[src/capture_defs.svh]
// Summary of operation
// - Event copies 16-bit timer into result
// - Mode selects falling, rising, 4th, 16th
// - Each capture sets the interrupt flag
// - New capture overwrites unread result
// - Detector watches pin level regardless direction
// - Mode change may set flag spuriously
// - Prescaler cleared on reset, off, non-capture
// - Prescaler switch keeps count unchanged
`ifndef CAPTURE_DEFS_SVH
`define CAPTURE_DEFS_SVH

// ****************************************************************
// Register map and field layout.
// ****************************************************************
`define ADDR_W           4
`define DATA_W           8
`define OFF_CONTROL      4'h0
`define OFF_RESULT_LOW   4'h1
`define OFF_RESULT_HIGH  4'h2
`define OFF_FLAG         4'h3
`define OFF_ENABLE       4'h4
`define MODE_W           4
`define RST_MODE         4'h0
`define RST_BYTE         8'h00
`define PRESC_W          4
`define PRESC_CLR        4'h0
`define PRESC_LAST_4     4'h3
`define PRESC_LAST_16    4'hf
`define MODE_FALL        4'h4
`define MODE_RISE        4'h5
`define MODE_RISE4       4'h6
`define MODE_RISE16      4'h7

`endif

[src/capture_pkg.sv]
`include "capture_defs.svh"

package capture_pkg;

    // ****************************************************************
    // Types shared by the capture unit.
    // ****************************************************************
    typedef struct packed {
        logic [`ADDR_W-1:0] addr;
        logic [`DATA_W-1:0] wdata;
        logic               wr;
        logic               rd;
    } reg_req_t;

    typedef enum logic [1:0] {
        EVT_FALL   = 2'b00,
        EVT_RISE   = 2'b01,
        EVT_RISE4  = 2'b10,
        EVT_RISE16 = 2'b11
    } evt_kind_t;

endpackage : capture_pkg

[src/timer_input_capture.sv]
`timescale 1ns/1ps
`include "capture_defs.svh"

module timer_input_capture
    import capture_pkg::*;
(
    input  wire logic               sys_clk,       // System clock, 100 MHz.
    input  wire logic               nrst,          // Asynchronous reset, active low.
    input  wire reg_req_t           req,           // Register access request.
    output logic [`DATA_W-1:0]      rdata,         // Read data, cycle after read strobe.
    input  wire logic               capture_input_pin, // Pin level, from outside the domain.
    input  wire logic [15:0]        timer_count,   // Companion timer count, same clock.
    output logic                    irq            // Level interrupt.
);

    // ****************************************************************
    // Decoding helpers.
    // ****************************************************************
    function automatic logic is_capture(input logic [`MODE_W-1:0] m);
        is_capture = (m == `MODE_FALL) || (m == `MODE_RISE) || (m == `MODE_RISE4) || (m == `MODE_RISE16);
    endfunction : is_capture

    function automatic evt_kind_t kind_of(input logic [`MODE_W-1:0] m);
        kind_of = evt_kind_t'(m[1:0]);
    endfunction : kind_of

    logic [`MODE_W-1:0] capture_mode_select_r;
    logic [15:0]        result_r;
    logic               capture_irq_flag_r;
    logic               capture_irq_enable_r;
    logic [2:0]         pin_sync_r;
    logic               pin_stable_r;
    logic [`PRESC_W-1:0] presc_r;
    logic               rise;
    logic               fall;
    logic               capture;
    logic               mode_change;
    logic               capture_seen_r;
    logic               wr_ctrl;

    // ****************************************************************
    // Pin synchroniser and edge detection.
    // ****************************************************************

    // Three stages; a change counts once the last two agree. The pin is
    // watched whatever its direction, so a port write can trigger.
    always_ff @(posedge sys_clk or negedge nrst) begin
        if (!nrst) begin
            pin_sync_r   <= 3'h0;
            pin_stable_r <= 1'h0;
        end else begin
            pin_sync_r <= {pin_sync_r[1:0], capture_input_pin};
            if (pin_sync_r[1] == pin_sync_r[2]) begin
                pin_stable_r <= pin_sync_r[2];
            end
        end
    end

    assign rise = (pin_sync_r[1] == pin_sync_r[2]) && pin_sync_r[2] && !pin_stable_r;
    assign fall = (pin_sync_r[1] == pin_sync_r[2]) && !pin_sync_r[2] && pin_stable_r;
    assign wr_ctrl = req.wr && (req.addr == `OFF_CONTROL);
    assign mode_change = wr_ctrl && (req.wdata[`MODE_W-1:0] != capture_mode_select_r);

    // ****************************************************************
    // Prescaler and event qualification.
    // ****************************************************************

    // One capture per qualified edge after prescaling.
    always_comb begin
        capture = 1'b0;
        if (is_capture(capture_mode_select_r)) begin
            case (kind_of(capture_mode_select_r))
                EVT_FALL:   capture = fall;
                EVT_RISE:   capture = rise;
                EVT_RISE4:  capture = rise && (presc_r[1:0] == 2'(`PRESC_LAST_4));
                EVT_RISE16: capture = rise && (presc_r == `PRESC_LAST_16);
                default:    capture = 1'b0;
            endcase
        end
    end

    // The counter is not cleared on a direct switch between capture
    // settings, so a stale count can fire early; clearing the control
    // register first avoids it.
    always_ff @(posedge sys_clk or negedge nrst) begin
        if (!nrst) begin
            presc_r <= `PRESC_CLR;
        end else if (!is_capture(capture_mode_select_r)) begin
            presc_r <= `PRESC_CLR;
        end else if (rise) begin
            presc_r <= presc_r + 4'h1;
        end
    end

    // ****************************************************************
    // Capture result and control register.
    // ****************************************************************

    // Every capture overwrites the result, read or not.
    always_ff @(posedge sys_clk or negedge nrst) begin
        if (!nrst) begin
            result_r <= 16'h0000;
        end else if (capture) begin
            result_r <= timer_count;
        end
    end

    // Writing the control register sets the mode; zero turns the unit off.
    always_ff @(posedge sys_clk or negedge nrst) begin
        if (!nrst) begin
            capture_mode_select_r <= `RST_MODE;
            capture_irq_enable_r  <= 1'b0;
        end else begin
            if (wr_ctrl) begin
                capture_mode_select_r <= req.wdata[`MODE_W-1:0];
            end
            if (req.wr && (req.addr == `OFF_ENABLE)) begin
                capture_irq_enable_r <= req.wdata[0];
            end
        end
    end

    // ****************************************************************
    // Interrupt flag and output.
    // ****************************************************************

    // Set wins over a write-one clear. A mode change sets it spuriously,
    // which is why software masks it while reconfiguring.
    always_ff @(posedge sys_clk or negedge nrst) begin
        if (!nrst) begin
            capture_irq_flag_r <= 1'b0;
        end else if (capture || mode_change) begin
            capture_irq_flag_r <= 1'b1;
        end else if (req.wr && (req.addr == `OFF_FLAG) && req.wdata[0]) begin
            capture_irq_flag_r <= 1'b0;
        end
    end

    always_ff @(posedge sys_clk or negedge nrst) begin
        if (!nrst) begin
            irq <= 1'b0;
        end else begin
            irq <= capture_irq_flag_r && capture_irq_enable_r;
        end
    end

    // ****************************************************************
    // Register read port.
    // ****************************************************************

    // Unmapped addresses read as zero.
    always_ff @(posedge sys_clk or negedge nrst) begin
        if (!nrst) begin
            rdata <= `RST_BYTE;
        end else if (req.rd) begin
            case (req.addr)
                `OFF_CONTROL:     rdata <= {4'h0, capture_mode_select_r};
                `OFF_RESULT_LOW:  rdata <= result_r[7:0];
                `OFF_RESULT_HIGH: rdata <= result_r[15:8];
                `OFF_FLAG:        rdata <= {7'h00, capture_irq_flag_r};
                `OFF_ENABLE:      rdata <= {7'h00, capture_irq_enable_r};
                default:          rdata <= `RST_BYTE;
            endcase
        end else begin
            rdata <= `RST_BYTE;
        end
    end

    // ****************************************************************
    // Checks.
    // ****************************************************************
    always_ff @(posedge sys_clk or negedge nrst) begin
        if (!nrst) begin
            capture_seen_r <= 1'b0;
        end else begin
            capture_seen_r <= capture;
        end
    end

    result_load_a: assert property (@(posedge sys_clk) disable iff (!nrst)
        capture |=> (result_r == $past(timer_count)))
        else $error("Result did not take the timer count.");

    flag_set_a: assert property (@(posedge sys_clk) disable iff (!nrst)
        capture |=> capture_irq_flag_r)
        else $error("Capture did not set the flag.");

    flag_hold_a: assert property (@(posedge sys_clk) disable iff (!nrst)
        (capture_irq_flag_r && !(req.wr && req.addr == `OFF_FLAG)) |=> capture_irq_flag_r)
        else $error("Flag cleared without software.");

    presc_clear_a: assert property (@(posedge sys_clk) disable iff (!nrst)
        !is_capture(capture_mode_select_r) |=> (presc_r == `PRESC_CLR))
        else $error("Prescaler not cleared outside capture.");

    mode_keep_a: assert property (@(posedge sys_clk) disable iff (!nrst)
        (mode_change && !rise && is_capture(capture_mode_select_r)) |=> (presc_r == $past(presc_r)))
        else $error("Prescaler changed on a mode switch.");

    single_capture_a: assert property (@(posedge sys_clk) disable iff (!nrst)
        capture_seen_r |-> !capture)
        else $error("Two captures from one edge.");

    fall_mode_a: assert property (@(posedge sys_clk) disable iff (!nrst)
        capture && capture_mode_select_r == `MODE_FALL |-> !pin_sync_r[2])
        else $error("Falling mode captured on a high pin.");

    spurious_a: assert property (@(posedge sys_clk) disable iff (!nrst)
        mode_change |=> capture_irq_flag_r)
        else $error("Mode change did not set the flag.");

    overwrite_a: assert property (@(posedge sys_clk) disable iff (!nrst)
        (capture && capture_irq_flag_r) |=> (result_r == $past(timer_count)))
        else $error("Unread result was not overwritten.");

    sync_path_a: assert property (@(posedge sys_clk) disable iff (!nrst)
        rise |-> ($past(capture_input_pin, 3) && $past(capture_input_pin, 2)))
        else $error("Edge taken before pin settled.");

endmodule : timer_input_capture

[config.mk]
export PLATFORM = sky130hd
export DESIGN_NAME = timer_input_capture
export DESIGN_NICKNAME = d
export VERILOG_FILES = /design/src/capture_pkg.sv /design/src/timer_input_capture.sv
export VERILOG_INCLUDE_DIRS = /design/src /design/src/src
export SDC_FILE = /design/constraint.sdc
export NUM_CORES = 1
export LEC_CHECK = 0
export CORE_ASPECT_RATIO = 1.5
export CORE_MARGIN = 2
export CORE_UTILIZATION = 50
export DETAILED_ROUTE_END_ITERATION = 16
export DONT_BUFFER_PORTS = 1
export GPL_TIMING_DRIVEN = 0
export PLACE_DENSITY_LB_ADDON = 0.15
export SYNTH_ARGS = -nofsm -noshare
export SYNTH_HDL_FRONTEND = slang
export SYNTH_SLANG_ARGS = --single-unit
[constraint.sdc]
create_clock -name sys_clk -period 2 [get_ports sys_clk]
set_clock_uncertainty 0.15 [all_clocks]
set_input_delay 0.4 -clock sys_clk [delete_from_list [all_inputs] [get_ports sys_clk]]
set_output_delay 0.4 -clock sys_clk [all_outputs]
set_load 0.02 [all_outputs]
==> results of run 1 <==
## worst paths after layout
kind | startpoint | end | slack, ns | depth (start not counted)
worst max register to register | pin_sync_r[1] | result_r[6] | -0.02 | 7
max in group asynchronous | nrst | rdata[2] | 1.10 | 2
worst max-delay path | pin_sync_r[1] | result_r[6] | -0.02 | 7
min in group asynchronous | nrst | rdata[0] | 0.40 | 2
worst min-delay path | timer_count[7] | result_r[7] | 0.09 | 1
worst min register to register | pin_sync_r[0] | pin_sync_r[1] | 0.20 | 0
## layer usage
layer / vias to the layer above / wire [um] / global-route usage
met1: 520 / 1300 / 0.201
li1: 486 / - / -
met3: 11 / 237 / 0.0863
met4: 0 / 113 / 0.100
met2: 34 / 1770 / 0.295
met5: - / 0 / 0
## metrics by stage
stage	hold slack, ns	cells	power (mW)	cell area (um^2)	setup TNS (ns)
3_3_place_gp	-0.0446	172	1.59	1790	-0.927
5_1_grt	0.0825	190	2.54	2090	-0.838
4_1_cts	0.00750	186	2.40	2030	-0.306
3_5_place_dp	-0.0443	172	1.62	1790	-0.882
6_report	0.0947	190	2.40	2090	-0.0942
2_1_floorplan	-0.0456	130	1.53	1740	0
## sequential cells by signal, indices dropped and copies added, names as in the netlist, 3 cells and up
name / cells
capture_mode_select_r: 4
presc_r: 4
rdata: 8
pin_sync_r: 3
result_r: 16
## area by class of cell
class	instances	area, um^2
Buffer	5	43.8
Inverter	2	7.51
Clock inverter	2	35.0
Multi-Input combinational cell	84	754
Fill cell	259	1260
Tap cell	42	52.6
Sequential cell	39	976
Timing Repair Buffer	10	138
Clock buffer	6	82.6
## cells by family after synthesis
kind of cell    count (synthesis)  synth area share
compound gates                 14            0.0534
xor+xnor                        7            0.0353
fa+ha+maj                       3            0.0216
buf+inv                         7            0.0296
flops                          39             0.562
mux                            26             0.192
simple gates                   34             0.106
## critical path: stages (launching register included)
cell and delay [ns]:
dfrtp_1 0.43, ha_4 0.19, and2b_2 0.20, a211oi_2 0.20, a211o_1 0.14, buf_6 0.15
clkbuf_16 0.16, mux2_4 0.29
## repair_timing
action                                  CTS  global route
cloned                                    0             1
hold buffers                              3             1
endpoints found under the setup margin   16            16
pin swaps                                 1             3
endpoints found under the hold margin    40             1
gates resized for setup                   8             3
buffers inserted                          3             2
## power groups by stage
stage | Clock (mW) | Sequential, mW | Combinational, mW
detailed placement | 0 | 1.18 | 0.440
global placement | 0 | 1.16 | 0.431
global route | 0.724 | 1.20 | 0.613
finish | 0.676 | 1.17 | 0.557
floorplan | 0 | 1.13 | 0.398
CTS | 0.688 | 1.17 | 0.540
## cell usage in the layout (no fill, tap or decap), types with 3 or more instances in the layout
cell and n:
dfrtp_1 39, nor2_1 16, mux2_4 16, xor2_1 6, clkbuf_8 6, mux2_2 5
nand2_1 4, a22oi_1 4, mux2i_1 4, buf_12 4, nor2b_1 3, a21oi_1 3
dlygate4sd3_1 3, buf_4 3
## cells in the mapped netlist
| cell | n | area share |
|---|---|---|
| nor2_1 | 16 | 0.035 |
| a21o_1 | 1 | 0.0043 |
| a21oi_1 | 3 | 0.0086 |
| nand3b_4 | 1 | 0.012 |
| and2_1 | 1 | 0.0036 |
| buf_12 | 1 | 0.012 |
| and2b_2 | 1 | 0.0050 |
| nand3_1 | 2 | 0.0058 |
| xnor2_1 | 1 | 0.0050 |
| nand4_1 | 1 | 0.0036 |
| nor3b_1 | 1 | 0.0043 |
| clkbuf_1 | 2 | 0.0043 |
| o211ai_1 | 1 | 0.0043 |
| buf_2 | 1 | 0.0029 |
| mux2_4 | 9 | 0.078 |
| dfrtp_1 | 39 | 0.56 |
| a211o_1 | 1 | 0.0050 |
| nor2b_1 | 3 | 0.011 |
| mux2i_1 | 4 | 0.023 |
| ha_1 | 3 | 0.022 |
| and3b_2 | 1 | 0.0058 |
| mux4_2 | 1 | 0.013 |
| mux2_2 | 12 | 0.078 |
| o21ai_0 | 2 | 0.0058 |
| a211oi_1 | 1 | 0.0043 |
| inv_1 | 2 | 0.0043 |
| buf_6 | 1 | 0.0065 |
| nand2b_1 | 1 | 0.0036 |
| nand2_1 | 4 | 0.0086 |
| nor4_1 | 1 | 0.0036 |
| a31oi_1 | 1 | 0.0036 |
| nand4b_1 | 1 | 0.0050 |
| a22oi_1 | 4 | 0.017 |
| xor2_1 | 6 | 0.030 |
==> impl_metrics.tcl, run 1 <==
set metrics [dict create \
    status "complete, but fails checks" \
    violations "setup timing" \
    pre_cts_ws_ns -0.101 \
    synth_nets 166 \
    cts_tree "yes" \
    clock_latency_ns 0.29 \
    syn_avg_cell_area_um2 13.3 \
    grt_pass1_wl_um 5350 \
    switchingPower_mw 0.601 \
    synth_seq_cells 39 \
    ios 42 \
    viasPerCell 5.53 \
    drt_iter0_drc 32 \
    swShare 0.250 \
    drt_first_pass_iters 4 \
    cts.sinks 39 \
    drtAntennaViolNets 0 \
    min_period_over_period 1.01 \
    antenna_found_initial 0 \
    maxSlewHeadroom 0.749 \
    grt_max_degree 40 \
    drt_drc_violations_left 0 \
    synth_cell_types 34 \
    crit_path_start_kind "register" \
    design.core.area_um2 3350 \
    gr-usage-all-layers 0.187 \
    wl_um 3420 \
    hold_path.class "in -> reg" \
    area_growth_pct 20.4 \
    synth.yosys.warnings 0 \
    leakagePower_nw 1.01 \
    place_congestion 0.764 \
    synth-seq-area-share 0.562 \
    clkTransAtPathRegs_ns 0.08 \
    setup_viol 8 \
    grt_pass1_vias 1148 \
    p_int_mw 1.80 \
    powerDensity_nw_per_um2 1150 \
    ir_drop_mv 0.778 \
    num_rows 26 \
    vias 1051 \
    overflow 0 \
    h-tree-depth 2 \
    nets 183 \
    die_x_um 52.1 \
    cp.required_ns 2.03 \
    timing.fmax_mhz 494 \
    portBuffers 0 \
    drive_gt1_frac 0.318 \
    root_buffer "clkbuf_8" \
    critPathArrivalTime_ns 2.06 \
    tightest_slew_ns 0.376 \
    rsz0062_at_grt "true" \
    insertedDiodeCount 0 \
    netlist_instances 130 \
    cp-end-kind "register" \
    combPwrFrac 0.232 \
    die_h_um 76.2 \
    wire_per_inst_um 18.0 \
    layout_min_cycle_time_ns 2.02 \
    drv_slew 0 \
    cts_buffers 5 \
    hold_viol 0 \
    seq_power_share 0.486 \
    drv_cap 0 \
    dpl.hpwl_um 2330 \
    final_core_util 0.624 \
    start_util 0.518 \
    syn_area_um2 1740 \
    clock_path_buffers 2 \
    worstPathMaxFanout 5 \
    criticalPathCategory "reg -> reg" \
    dieArea_um2 3970 \
    clkPwrFrac 0.281 \
    worst_slack_ns -0.0241 \
]
Power figures use the tool's default switching activity.
==> run 2, diff against run 1 <==
- RECOVER_POWER: not set -> 25
==> run 2 against run 1 <==
  * The flow still finishes with violations (setup timing)
  * Via count up 0.38%
  * Sequential share of layout area up 0.34 points
  * Final area down 0.72%
  * Worst setup slack better by 0.0037 ns
  * Utilization down 0.45 points
  * Final cell count unchanged
  * Register-to-register slack about the same
  * Sequential power about the same
  * First-iteration DRC count down 28%
  * Non-clock buffer count unchanged
==> impl_metrics.tcl, run 2 (synthesis gave the netlist of run 1 again) <==
set metrics [dict create \
    antenna_found_initial 0 \
    layout_min_cycle_time_ns 2.02 \
    cts.sinks 39 \
    switchingPower_mw 0.601 \
    top_usage_layer "met2" \
    clkPwrFrac 0.282 \
    drive_gt1_frac 0.318 \
    grt_max_degree 40 \
    regArea_um2 976 \
    layout_common_cells "dfrtp_1 (39), nor2_1 (16), mux2_4 (16)" \
    insertedDiodeCount 0 \
    drtAntennaViolNets 0 \
    criticalPathCategory "reg -> reg" \
    drt_first_pass_iters 4 \
    violations "setup timing" \
    viasPerCell 5.55 \
    worstPathMaxFanout 5 \
    swShare 0.251 \
    tightest_slew_ns 0.950 \
    hold_viol 0 \
    critPathArrivalTime_ns 2.05 \
    multi_input_area_um2 754 \
    largest_reg_flops 16 \
    grt_pass1_vias 1148 \
    ir_drop_mv 0.778 \
    worst_slack_ns -0.0205 \
    min_period_over_period 1.01 \
    cts_buffers 5 \
    critPathMaxStageDelay_ns 0.43 \
    status "complete, but fails checks" \
    dpl.hpwl_um 2330 \
    cp-startpoint "pin_sync_r[1]" \
    hold_path.class "in -> reg" \
    setup_viol 5 \
    die_x_um 52.1 \
    root_buffer "clkbuf_8" \
    design.core.area_um2 3350 \
    crit_path_start_kind "register" \
    drv_cap 0 \
    p_int_mw 1.80 \
    leakagePower_nw 1.00 \
    fillCellCount 261 \
    min_from "timer_count[7]" \
    crit_chain "ha_4 -> and2b_2 -> a211oi_2 -> a211o_1 -> buf_6 -> clkbuf_16 -> mux2_4" \
    clock_latency_ns 0.29 \
    final_core_util 0.619 \
    ios 42 \
    cts_tree "yes" \
    grt_pass1_wl_um 5350 \
    cp-end-kind "register" \
    drv_slew 0 \
    cp.required_ns 2.03 \
    portBuffers 0 \
    wire_per_inst_um 18.0 \
    rsz0062_at_grt "true" \
    powerDensity_nw_per_um2 1160 \
    drt_drc_violations_left 0 \
    clkTransAtPathRegs_ns 0.08 \
    maxSlewHeadroom 0.367 \
    drt_iter0_drc 23 \
    final_common_cell "dfrtp_1" \
    seq_power_share 0.487 \
    die_h_um 76.2 \
    area_growth_pct 19.5 \
    vias 1055 \
    critPathSlowestCell "dfrtp_1" \
    clock_path_buffers 2 \
    pre_cts_ws_ns -0.101 \
    start_util 0.518 \
    gr-usage-all-layers 0.187 \
    use_met3 0.0863 \
    cp_top_family "flip-flops" \
    whs_ns 0.0944 \
    grt.met2_usage 0.295 \
    use_met1 0.201 \
    overflow 0 \
    dieArea_um2 3970 \
    reg2reg_from "pin_sync_r[1]" \
    combPwrFrac 0.231 \
    h-tree-depth 2 \
    timing.fmax_mhz 495 \
    wl_um 3420 \
    num_rows 26 \
    top_regs "result_r (16), rdata (8)" \
    top_register "result_r" \
    place_congestion 0.764 \
    crit_buf_inv 2 \
    nets 183 \
]
==> run 2: changes by cell type in the layout (fill, tap and decap cells not counted) <==
cell	change
buf_12	-1
and2_0	+1
clkbuf_2	+1
and2_1	-1
==> run 2: cell type report <==
cell class                      instances  share of cell area
Sequential cell                        39               0.470
Multi-Input combinational cell         84               0.364
Timing Repair Buffer                   10              0.0591
Inverter                                2             0.00362
Buffer                                  5              0.0211
Clock inverter                          2              0.0169
Tap cell                               42              0.0253
Clock buffer                            6              0.0398
==> run 2: path summary, 6_finish.rpt <==
path                       slack, ns            end  cells after the start
hold reg to reg                 0.20  pin_sync_r[1]                      0
setup reg to reg               -0.02    result_r[6]                      7
max in group asynchronous       0.47       rdata[2]                      2
hold / removal                  0.09    result_r[7]                      1
setup / recovery               -0.02    result_r[6]                      7
min in group asynchronous       0.64  pin_sync_r[1]                      2
==> run 2: metal layers <==
layer	part of all wire	routed length, um
met5	0	0
met3	0.073	250
met2	0.52	1780
met4	0.035	119
met1	0.37	1270
==> run 2: through the flow <==
stage	total power, mW	cells	cell area (um^2)	setup TNS [ns]
3_3_place_gp	1.59	172	1790	-0.927
4_1_cts	2.40	186	2030	-0.306
3_5_place_dp	1.62	172	1790	-0.882
5_1_grt	2.53	190	2070	-0.838
2_1_floorplan	1.53	130	1740	0
6_report	2.40	190	2070	-0.0691
==> run 2: timing repair <==
item,CTS,global route
buffers inserted,3,2
gates cloned,0,1
setup endpoints to repair,16,16
hold buffers,3,1
resized for setup,8,3
pin swaps,1,3
endpoints found under the hold margin,40,1
==> run 2: power by group through the flow <==
stage / clock network (mW) / logic, mW / registers (mW)
after floorplan: 0 / 0.398 / 1.13
after global placement: 0 / 0.431 / 1.16
after detailed placement: 0 / 0.440 / 1.18
after CTS: 0.688 / 0.540 / 1.17
after global routing: 0.724 / 0.608 / 1.20
final: 0.676 / 0.553 / 1.17
